`config.mk`:
```
export PLATFORM = sky130hd
export DESIGN_NAME = eng_irq_abort_gating
export DESIGN_NICKNAME = d
export VERILOG_FILES = /design/src/core/eng_ce_counter.v /design/src/core/eng_irq_abort_gating.v
export VERILOG_INCLUDE_DIRS = /design/src /design/src/core
export SDC_FILE = /design/constraint.sdc
export NUM_CORES = 1
export LEC_CHECK = 0
export ABC_AREA = 1
export BUFFER_PORTS_ARGS = -buffer_cell sky130_fd_sc_hd__buf_2
export CAP_MARGIN = 20
export CORE_AREA = 2 2 97 99
export CTS_BUF_LIST = sky130_fd_sc_hd__clkbuf_4
export CTS_CLUSTER_DIAMETER = 40
export DETAILED_ROUTE_END_ITERATION = 16
export DIE_AREA = 0 0 99 101
export PLACE_DENSITY = 0.73
export SLEW_MARGIN = 20
export SYNTH_ARGS = -nofsm -noshare
export SYNTH_HDL_FRONTEND = slang
export SYNTH_SLANG_ARGS = --single-unit
```
`constraint.sdc`:
```
create_clock -name clk -period 2.7 [get_ports clk]
set_clock_uncertainty 0.2 [all_clocks]
set_input_delay 0.54 -clock clk [delete_from_list [all_inputs] [get_ports clk]]
set_output_delay 0.54 -clock clk [all_outputs]
set_load 0.03 [all_outputs]
```
`src/core/eng_defines.vh`:
```
`ifndef ENG_DEFINES_VH
`define ENG_DEFINES_VH

// register byte offsets
`define ENG_OFF_FEATURE 8'h00
`define ENG_OFF_CONTROL 8'h08
`define ENG_OFF_STATUS 8'h10
`define ENG_OFF_COUNTER 8'h18

// feature register bit positions
`define ENG_FR_FAULT_IRQ 0
`define ENG_FR_FI_CTL 1
`define ENG_FR_CFI_CTL 2
`define ENG_FR_INBAND 3
`define ENG_FR_UE_CTL 4
`define ENG_FR_UE_SPLIT 5
`define ENG_FR_COUNTER 6
`define ENG_FEATURE_VALUE 32'h0000_007F

// control register bit positions
`define ENG_CTL_FI 0
`define ENG_CTL_CFI 1
`define ENG_CTL_RUE 2
`define ENG_CTL_WUE 3
`define ENG_CTL_RESET 4'h0

// status register bit positions
`define ENG_ST_VALID 0
`define ENG_ST_ER 1
`define ENG_ST_CLASS_LO 4
`define ENG_ST_CLASS_HI 5
`define ENG_ST_SYN_LO 8
`define ENG_ST_SYN_HI 15

// counter register bit positions
`define ENG_CNT_OVERFLOW 8
`define ENG_CNT_RESET 8'h00
`define ENG_CNT_MAX 8'hFF

// error classes
`define ENG_CLASS_NONE 2'h0
`define ENG_CLASS_CE 2'h1
`define ENG_CLASS_DE 2'h2
`define ENG_CLASS_UE 2'h3

// bus responses
`define ENG_RESP_OKAY 2'h0
`define ENG_RESP_SLVERR 2'h2

`endif

```
`src/core/eng_ce_counter.v`:
```
`timescale 1ns/10ps
`include "eng_defines.vh"

module eng_ce_counter (
    // clock and reset
    input wire clk,
    input wire nrst,
    // corrected error seen
    input wire countEn,
    // software access
    input wire wrCount,
    input wire [7:0] wrCountData,
    input wire wrOverflow,
    input wire wrOverflowData,
    // state and event
    output reg [7:0] count,
    output reg overflow,
    output wire ceEvent
);

    wire wrap;

    // an event only on the wrap that sets a clear flag; a wrap onto a set flag is silent
    assign wrap = countEn && (count == `ENG_CNT_MAX);
    assign ceEvent = wrap && !overflow;

    // counter; hardware counting wins over a software write in the same cycle
    always @(posedge clk or negedge nrst) begin
        if (!nrst) begin
            count <= `ENG_CNT_RESET;
        end else if (countEn) begin
            count <= count + 8'h01;
        end else if (wrCount) begin
            count <= wrCountData;
        end
    end

    // overflow flag; software setting it raises no event, a wrap in the same cycle wins
    always @(posedge clk or negedge nrst) begin
        if (!nrst) begin
            overflow <= 1'b0;
        end else if (wrap) begin
            overflow <= 1'b1;
        end else if (wrOverflow) begin
            overflow <= wrOverflowData;
        end
    end

endmodule

```
`src/core/eng_irq_abort_gating.v`:
```
`timescale 1ns/10ps
`include "eng_defines.vh"

module eng_irq_abort_gating (
    // clock and reset
    input wire clk,
    input wire nrst,
    // axi4-lite write address
    input wire awvalid,
    output wire awready,
    input wire [7:0] awaddr,
    // axi4-lite write data
    input wire wvalid,
    output wire wready,
    input wire [31:0] wdata,
    input wire [3:0] wstrb,
    // axi4-lite write response
    output reg bvalid,
    input wire bready,
    output reg [1:0] bresp,
    // axi4-lite read address
    input wire arvalid,
    output wire arready,
    input wire [7:0] araddr,
    // axi4-lite read data
    output reg rvalid,
    input wire rready,
    output reg [31:0] rdata,
    output reg [1:0] rresp,
    // error report from the protected logic
    input wire errValid,
    input wire [1:0] errClass,
    input wire errIsWrite,
    input wire [7:0] errSyndrome,
    // outputs to the interrupt controller and the requester
    output reg faultIrq,
    output reg abortResp
);

    // write channel holding registers
    reg awHeld;
    reg [7:0] awAddrQ;
    reg wHeld;
    reg [31:0] wDataQ;
    reg [3:0] wStrbQ;
    // control and record state
    reg [3:0] ctl;
    reg recValid;
    reg abortReported;
    reg [1:0] recClass;
    reg [7:0] recSyndrome;
    reg faultPend;
    // decoded write strobes
    wire doWrite;
    wire wrCtl;
    wire wrStatus;
    wire wrCounter;
    wire wrHit;
    // error path
    wire errCe;
    wire errDe;
    wire errUe;
    wire errAny;
    wire takeRecord;
    wire ceEvent;
    wire [7:0] ceCount;
    wire ceOverflow;
    wire ceIrq;
    wire dueIrq;
    wire raiseIrq;
    wire abortEn;
    wire abortNow;
    wire clearValid;
    wire clearEr;
    reg [31:0] next_rdata;
    reg next_rhit;
    // option-aware gating terms
    wire fiOn;
    wire cfiOn;
    wire ceSeen;
    wire abortSel;
    wire [31:0] featureWord;

    // implemented option set; the feature word and all the gating below follow it,
    // so software never finds a control that the logic ignores
    localparam HAS_FAULT_IRQ = 1'b1;
    localparam HAS_FI_CTL = 1'b1;
    localparam HAS_CFI_CTL = 1'b1;
    localparam HAS_INBAND = 1'b1;
    localparam HAS_UE_CTL = 1'b1;
    localparam HAS_UE_SPLIT = 1'b1;
    localparam HAS_COUNTER = 1'b1;

    // feature word built from the option set, one bit per option
    assign featureWord = {25'h000_0000, HAS_COUNTER, HAS_UE_SPLIT, HAS_UE_CTL, HAS_INBAND,
        HAS_CFI_CTL, HAS_FI_CTL, HAS_FAULT_IRQ};

    // a channel is accepted once and held until the pair completes
    assign awready = !awHeld && !bvalid;
    assign wready = !wHeld && !bvalid;
    assign arready = !rvalid;
    assign doWrite = awHeld && wHeld && !bvalid;

    // address and data are latched independently, so either may arrive first
    always @(posedge clk or negedge nrst) begin
        if (!nrst) begin
            awHeld <= 1'b0;
            awAddrQ <= 8'h00;
            wHeld <= 1'b0;
            wDataQ <= 32'h0000_0000;
            wStrbQ <= 4'h0;
        end else begin
            if (awvalid && awready) begin
                awHeld <= 1'b1;
                awAddrQ <= awaddr;
            end else if (doWrite) begin
                awHeld <= 1'b0;
            end
            if (wvalid && wready) begin
                wHeld <= 1'b1;
                wDataQ <= wdata;
                wStrbQ <= wstrb;
            end else if (doWrite) begin
                wHeld <= 1'b0;
            end
        end
    end

    // address decode for writes; the feature register is read only
    assign wrCtl = doWrite && (awAddrQ == `ENG_OFF_CONTROL) && wStrbQ[0];
    assign wrStatus = doWrite && (awAddrQ == `ENG_OFF_STATUS) && wStrbQ[0];
    assign wrCounter = doWrite && (awAddrQ == `ENG_OFF_COUNTER);
    assign wrHit = (awAddrQ == `ENG_OFF_FEATURE) || (awAddrQ == `ENG_OFF_CONTROL) ||
        (awAddrQ == `ENG_OFF_STATUS) || (awAddrQ == `ENG_OFF_COUNTER);

    // write response one cycle after the pair completes; unmapped gets slverr
    always @(posedge clk or negedge nrst) begin
        if (!nrst) begin
            bvalid <= 1'b0;
            bresp <= `ENG_RESP_OKAY;
        end else if (doWrite) begin
            bvalid <= 1'b1;
            bresp <= wrHit ? `ENG_RESP_OKAY : `ENG_RESP_SLVERR;
        end else if (bready) begin
            bvalid <= 1'b0;
        end
    end

    // control register: fault enable, corrected-event enable, split abort enables
    always @(posedge clk or negedge nrst) begin
        if (!nrst) begin
            ctl <= `ENG_CTL_RESET;
        end else if (wrCtl) begin
            ctl <= wDataQ[3:0];
        end
    end

    // error classification from the protected logic
    assign errCe = errValid && (errClass == `ENG_CLASS_CE);
    assign errDe = errValid && (errClass == `ENG_CLASS_DE);
    assign errUe = errValid && (errClass == `ENG_CLASS_UE);
    assign errAny = errCe || errDe || errUe;

    // corrected errors are counted; the interrupt follows the overflow, not each error
    eng_ce_counter u_counter (
        .clk(clk),
        .nrst(nrst),
        .countEn(errCe),
        .wrCount(wrCounter && wStrbQ[0]),
        .wrCountData(wDataQ[7:0]),
        .wrOverflow(wrCounter && wStrbQ[1]),
        .wrOverflowData(wDataQ[`ENG_CNT_OVERFLOW]),
        .count(ceCount),
        .overflow(ceOverflow),
        .ceEvent(ceEvent)
    );

    // corrected events use their own enable, deferred and uncorrected the general one
    // an absent fault or abort enable reads as always on; an absent interrupt never fires
    assign fiOn = HAS_FAULT_IRQ && (!HAS_FI_CTL || ctl[`ENG_CTL_FI]);
    // without its own enable a corrected event falls under the general one
    assign cfiOn = HAS_CFI_CTL ? ctl[`ENG_CTL_CFI] : fiOn;
    // with a counter only the wrap counts, otherwise every corrected record
    assign ceSeen = HAS_COUNTER ? ceEvent : errCe;
    assign ceIrq = ceSeen && cfiOn && HAS_FAULT_IRQ;
    assign dueIrq = (errDe || errUe) && fiOn;
    assign raiseIrq = ceIrq || dueIrq;

    // the syndrome is replaced only by a strictly worse class; the interrupt does not care
    assign takeRecord = errAny && (!recValid || (errClass > recClass));

    // abort for uncorrected errors, enabled separately for reads and writes
    assign abortSel = (errIsWrite && HAS_UE_SPLIT) ? ctl[`ENG_CTL_WUE] : ctl[`ENG_CTL_RUE];
    assign abortEn = HAS_INBAND && (!HAS_UE_CTL || abortSel);
    assign abortNow = errUe && abortEn;

    // status clears are write-one-to-clear on the low byte
    assign clearValid = wrStatus && wDataQ[`ENG_ST_VALID];
    assign clearEr = wrStatus && wDataQ[`ENG_ST_ER];

    // error record; a strictly worse error in the clearing cycle keeps the record valid
    always @(posedge clk or negedge nrst) begin
        if (!nrst) begin
            recValid <= 1'b0;
            recClass <= `ENG_CLASS_NONE;
            recSyndrome <= 8'h00;
        end else if (takeRecord) begin
            recValid <= 1'b1;
            recClass <= errClass;
            recSyndrome <= errSyndrome;
        end else if (clearValid) begin
            recValid <= 1'b0;
            recClass <= `ENG_CLASS_NONE;
            recSyndrome <= 8'h00;
        end
    end

    // reported flag, set wins over the clear
    always @(posedge clk or negedge nrst) begin
        if (!nrst) begin
            abortReported <= 1'b0;
        end else if (abortNow) begin
            abortReported <= 1'b1;
        end else if (clearEr) begin
            abortReported <= 1'b0;
        end
    end

    // interrupt level stays up until software clears the record valid bit
    always @(posedge clk or negedge nrst) begin
        if (!nrst) begin
            faultPend <= 1'b0;
        end else if (raiseIrq) begin
            faultPend <= 1'b1;
        end else if (clearValid) begin
            faultPend <= 1'b0;
        end
    end

    // registered outputs: interrupt level and a one-cycle abort pulse
    always @(posedge clk or negedge nrst) begin
        if (!nrst) begin
            faultIrq <= 1'b0;
            abortResp <= 1'b0;
        end else begin
            faultIrq <= faultPend;
            abortResp <= abortNow;
        end
    end

    // read mux; the feature word is fixed since the control set is fixed
    always @* begin
        next_rdata = 32'h0000_0000;
        next_rhit = 1'b1;
        case (araddr)
            `ENG_OFF_FEATURE: begin
                next_rdata = featureWord;
            end
            `ENG_OFF_CONTROL: begin
                next_rdata[3:0] = ctl;
            end
            `ENG_OFF_STATUS: begin
                next_rdata[`ENG_ST_VALID] = recValid;
                next_rdata[`ENG_ST_ER] = abortReported;
                next_rdata[`ENG_ST_CLASS_HI:`ENG_ST_CLASS_LO] = recClass;
                next_rdata[`ENG_ST_SYN_HI:`ENG_ST_SYN_LO] = recSyndrome;
            end
            `ENG_OFF_COUNTER: begin
                next_rdata[7:0] = ceCount;
                next_rdata[`ENG_CNT_OVERFLOW] = ceOverflow;
            end
            default: begin
                next_rhit = 1'b0;
            end
        endcase
    end

    // read data is taken in the address cycle and held until rready
    always @(posedge clk or negedge nrst) begin
        if (!nrst) begin
            rvalid <= 1'b0;
            rdata <= 32'h0000_0000;
            rresp <= `ENG_RESP_OKAY;
        end else if (arvalid && arready) begin
            rvalid <= 1'b1;
            rdata <= next_rdata;
            rresp <= next_rhit ? `ENG_RESP_OKAY : `ENG_RESP_SLVERR;
        end else if (rready) begin
            rvalid <= 1'b0;
        end
    end

endmodule

```
# Word level (Yosys, flattened, before mapping)
# Index checks and enable logic that the tools add are counted.
# W data, S select, Z words.
classes:
  n_shift: 0
  magnitude_cmp: 1
  n_bitwise: 0
  n_div: 0
  multipliers: 0
  eq_ne: 10
  add_sub_neg: 1
  mux: 30
  n_reduce_logical: 51
ops:
  columns: ["op", "n"]
  rows:
  - ["$eq A8 B5 Y1 const B", 4]
  - ["$mux W8", 4]
  - ["$logic_and A1 B1 Y1", 25]
  - ["$reduce_bool A2 Y1", 9]
  - ["$eq A8 B4 Y1 const B", 2]
  - ["$logic_not A8 Y1", 2]
  - ["$mux W1", 16]
  - ["$pmux W2 S3", 2]
  - ["$add A8 B1 Y8 const B", 1]
  - ["$eq A8 B8 Y1 const B", 1]
  - ["$logic_or A1 B1 Y1", 8]
  - ["$mux W2", 4]
  - ["$pmux W2 S4", 1]
  - ["$mux W7", 1]
  - ["$logic_not A1 Y1", 6]
  - ["$eq A2 B2 Y1 const B", 2]
  - ["$pmux W2 S2", 1]
  - ["$reduce_or A4 Y1", 1]
  - ["$eq A2 B1 Y1 const B", 1]
  - ["$gt A2 B2 Y1", 1]
  - ["$pmux W1 S2", 1]
word_totals:
  rom_bits: 0
  inputBits: 71
  reg_bits: 71
  memories: 0
  mem_bits_rw: 0
  latch_bits: 0

# Depth between registers and ports, before layout
logic_depth:
  ltp_word: 7
  mapped_depth: 9

# Hierarchy
# Synthesis repeated with hierarchy kept, for this count alone.
hier_totals:
  hier_cells: 392
  area_unflattened_um2: 3458.3
by_module_without_submodules:
  columns: ["mod", "cells_per_inst", "area_each_um2", "n_inst", "seq_area_each_um2"]
  rows:
  - ["eng_irq_abort_gating", 311, 2891.5, 1, 1501.4]
  - ["eng_ce_counter", 81, 566.8, 1, 225.2]

# Least setup slack after synthesis
# No wires, ideal clock.
synth_timing:
  kind: "register -> register"
  startpoint: "register bvalid"
  endpoint: "register awAddrQ[1]"
  stages_incl_launch_ff: 5
  required_ns: 2.372
  slack_ns: 0.734
  setup_ns: 0.128
  arrival_time_ns: 1.639
  path_cell_list: "dfrtp_1 > nor2_1 > nand2_1 > buf_2 > mux2_1"
synth_between:
  elab_chain_cells: 3
synth_rtl:
  columns: ["item", "line", "text"]
  rows:
  - ["start: declaration", "eng_irq_abort_gating.v:18", "output reg bvalid,"]
  - ["start signal: assignment", "eng_irq_abort_gating.v:139", "bvalid <= 1'b0;"]
  - ["start signal: assignment", "eng_irq_abort_gating.v:142", "bvalid <= 1'b1;"]
  - ["start signal: assignment", "eng_irq_abort_gating.v:145", "bvalid <= 1'b0;"]
  - ["$logic_not A1 Y1", "eng_irq_abort_gating.v:99", "assign awready = !awHeld && !bvalid;"]
  - ["$logic_and A1 B1 Y1", "eng_irq_abort_gating.v:99", null]
  - ["net awready", "eng_irq_abort_gating.v:10", "output wire awready,"]
  - ["$logic_and A1 B1 Y1", "eng_irq_abort_gating.v:113", "if (awvalid && awready) begin"]
  - ["end signal: assignment", "eng_irq_abort_gating.v:115", "awAddrQ <= awaddr;"]
  - ["end: declaration", "eng_irq_abort_gating.v:42", "reg [7:0] awAddrQ;"]
# The timed path passes the listed nets, and every way through them passes these cells.
# A chain may end at the register's enable or synchronous reset.

# Final worst setup path
layout_timing:
  startpoint: "register recClass[1]"
  endpoint: "register recSyndrome[3]"
layout_between:
  elab_chain_cells: 4
  elab_cells_between_ends: 5
  cone_classes: "1 x order compare; 1 x mux; 3 x reduce/logical"
layout_rtl:
  columns: ["item", "line", "text"]
  rows:
  - ["start: declaration", "eng_irq_abort_gating.v:50", "reg [1:0] recClass;"]
  - ["start signal: assignment", "eng_irq_abort_gating.v:205", "recClass <= `ENG_CLASS_NONE;"]
  - ["start signal: assignment", "eng_irq_abort_gating.v:209", "recClass <= errClass;"]
  - ["start signal: assignment", "eng_irq_abort_gating.v:213", "recClass <= `ENG_CLASS_NONE;"]
  - ["$gt A2 B2 Y1 (*)", "eng_irq_abort_gating.v:190", "assign takeRecord = errAny && (!recValid || (errClass > recClass));"]
  - ["$logic_or A1 B1 Y1 (*)", "eng_irq_abort_gating.v:190", null]
  - ["$logic_and A1 B1 Y1 (*)", "eng_irq_abort_gating.v:190", null]
  - ["$mux W8 or $reduce_bool A2 Y1 (tied branches)", null, null]
  - ["end signal: assignment", "eng_irq_abort_gating.v:210", "recSyndrome <= errSyndrome;"]
  - ["end: declaration", "eng_irq_abort_gating.v:51", "reg [7:0] recSyndrome;"]
# Mark *: on every way between the ends. The rest lies on a longest branch, timed or not.

==> results.md <==
- Post-synth EDFFs: 0
- # setup viols final: 0
- First-pass GRT wire length: 12,200 µm
- Layout cells sized above 1: 24.8%
- Post-CTS Setup Inserts: 0
- DR vias/cell: 4.68
- CTS Buffer Depth: 2
- Status: complete, no violations
- Clk slew on worst S/H paths: 110 ps
- Fin. Hold Viols: 0
- CTS tree: done
- Initial antenna violation count: 0
- Leak pwr: 2.19 nW
- DIE AREA: 10000 µm²
- Hold Path Class: primary input to flip-flop
- Nets: 554
- Rows: 35
- Critical path arrival: 2130 ps
- Yosys reg bits: 69
- Drt first-iter violations: 102
- Fillers: 886
- Average cell area after synthesis: 8.59 µm²
- Crit path required time: 2810 ps
- Crit-path max FO: 9
- Setup TNS: 0 ps
- CP Class: flip-flop to flip-flop
- Largest stage delay, worst path: 400 ps
- Vias in the first global route: 2,711
- Power Density: 787 nW/µm²
- Cell area after technology mapping: 3460 µm²
- All-layer global routing usage: 15.2%
- Buf/Inv on CP: 3
- Max-slew violations: 0
- Num CTS Buffers: 9
- Vias: 2,786
- Synth async-reset ratio: 100%
- Port Buf Inserts: 70
- Sequential-to-total area share from yosys stat: 49.9%
- Critical Path Source Type: flip-flop
- DR pass1 iterations: 5
- Worst VDD drop: 0.752 mV
- Hpwl dp: 5460 µm
- Clk root buf: clkbuf_4
- Synth Flop Type: dfrtp_1
- Family with the most delay on the worst path: simple AND/OR/NAND/NOR gates
- Largest net degree at the start of global routing: 70
- Clock latency at the later pin of the worst-skew pair: 410 ps
- CTS Sinks: 69
- # hold bufs at CTS: 1
- Clock period minus worst slack: 2020 ps
- Most common cell type on the critical path: nand2_1
- Nature of the critical path endpoint: flip-flop
- FMAX: 0.494 GHz
- Mapped Cells: 403
- Area of the multi-input gates: 1470 µm²
- Antenna cells: 0
- CP Cell Sequence: inv_1 -> ha_1 -> nand2_1 -> inv_1 -> o21ai_1 -> nand2_1 -> buf_4 -> nand3_2 -> nand2_1
- DRT antenna net count: 0
- Die Y: 101 µm
- Tcrit/Tclk final: 74.9%
- Slowest-stage cell, CP: dfrtp_1
- Yosys warns: 0
- DRC: 0
- Distinct cells, synth: 32
- Htree depth: 3
- Final wirelength: 7200 µm
- Initial core utilization: 38.6%
- Cts repair resizes: 0
- RSZ-0062 raised after global routing: false
- Max Cap Viol: 0
- Flip-flop and latch area: 1730 µm²
- Hold slack final: 98.6 ps
- GP Congestion: 0.850
- Core area: 8980 µm²
- Layout Area Growth over Synthesis: 15.8%
- DR WL/cell: 12.1 µm
- Die W: 99 µm
- Grt ovf: 0
- Io pins: 114
-- registers in the layout (all words and copies together) (netlist names), 2 cells and up --
signal	flops
recSyndrome	8
awAddrQ	8
wStrbQ	2
recClass	2
wDataQ	9
rdata	16
u_counter.count	8
ctl	4
-- area by class of cell --
| type | count | area share, % |
|---|---|---|
| sequential | 69 | 43.1 |
| multi-input combinational | 286 | 36.6 |
| timing repair buffer | 76 | 10.2 |
| inverter | 38 | 3.56 |
| tap | 111 | 3.46 |
| clock buffer | 9 | 1.68 |
| clock inverter | 6 | 1.37 |
-- cell families after synthesis --
family	count (synthesis)	share of synthesized area, %
AND/OR/NAND/NOR	221	30.5
flip-flops	69	49.9
buffers and inverters	65	9.57
AO/OA/AOI/OAI	31	4.73
multiplexers	12	3.87
adder cells (fa/ha/maj)	3	1.08
other	1	0.108
XOR/XNOR	1	0.253
-- path summary, 6_finish.rpt --
| kind | start | end | slack, ps | depth (start not counted) |
|---|---|---|---|---|
| worst min-delay path | bready | bvalid | 100 | 2 |
| max in group asynchronous | nrst | rdata[3] | 1530 | 3 |
| worst max register to register | recClass[1] | recSyndrome[3] | 680 | 9 |
| min in group asynchronous | nrst | bresp[1] | 480 | 3 |
| worst max-delay path | recClass[1] | recSyndrome[3] | 680 | 9 |
| worst min register to register | faultPend | faultIrq | 180 | 0 |
-- Yosys cell counts (4+ instances only) --
library cell	number	area, µm²
a21oi_1	9	45.0
inv_2	4	15.0
nand2_1	125	469
nor2_1	24	90.1
inv_1	33	124
buf_4	19	143
buf_2	7	35.0
mux2_1	5	56.3
dfrtp_1	69	1730
nand3_1	42	210
o21ai_0	15	75.1
nand3_2	10	100
nand4_1	7	43.8
mux2_2	6	67.6
-- per-stage QoR --
step	instances	util [%]	power (W)	area, µm²	worst slack, ps
6_report	595	44.7	0.00315	4010	677
5_1_grt	595	44.7	0.00339	4010	510
4_1_cts	595	44.7	0.00320	4010	666
3_5_place_dp	579	43.2	0.00257	3880	423
3_3_place_gp	579	43.2	0.00251	3880	456
2_1_floorplan	420	-	0.00230	3530	734
-- report_power, final --
part | internal [W] | switching, W | total, W
clock network | 0.000268 | 0.000357 | 0.000625
registers | 0.00133 | 0.000215 | 0.00154
logic | 0.000365 | 0.000621 | 0.000986
-- routing by layer --
| layer | vias to the layer above | track usage, % | wire, µm |
|---|---|---|---|
| li1 | 1421 | - | - |
| met1 | 1263 | 19.0 | 3150 |
| met2 | 87 | 25.3 | 3500 |
| met3 | 15 | 4.65 | 437 |
| met4 | 0 | 4.64 | 106 |
| met5 | - | 0 | 0 |
-- cells in the final DEF (no fill, tap or decap), types with 2 or more instances in the layout --
cell	count
a21oi_1	9
buf_2	70
buf_4	4
clkbuf_4	9
clkinv_1	3
clkinv_2	2
conb_1	18
dfrtp_1	69
ha_1	3
inv_1	33
inv_2	4
mux2_1	5
mux2_2	6
nand2_1	125
nand2_2	3
nand3_1	42
nand3_2	10
nand3_4	2
nand4_1	7
nor2_1	24
nor2_2	2
nor2_4	2
o211ai_1	2
o21ai_0	15
o21ai_1	3
Note: power is estimated with default switching activity, not from simulation.
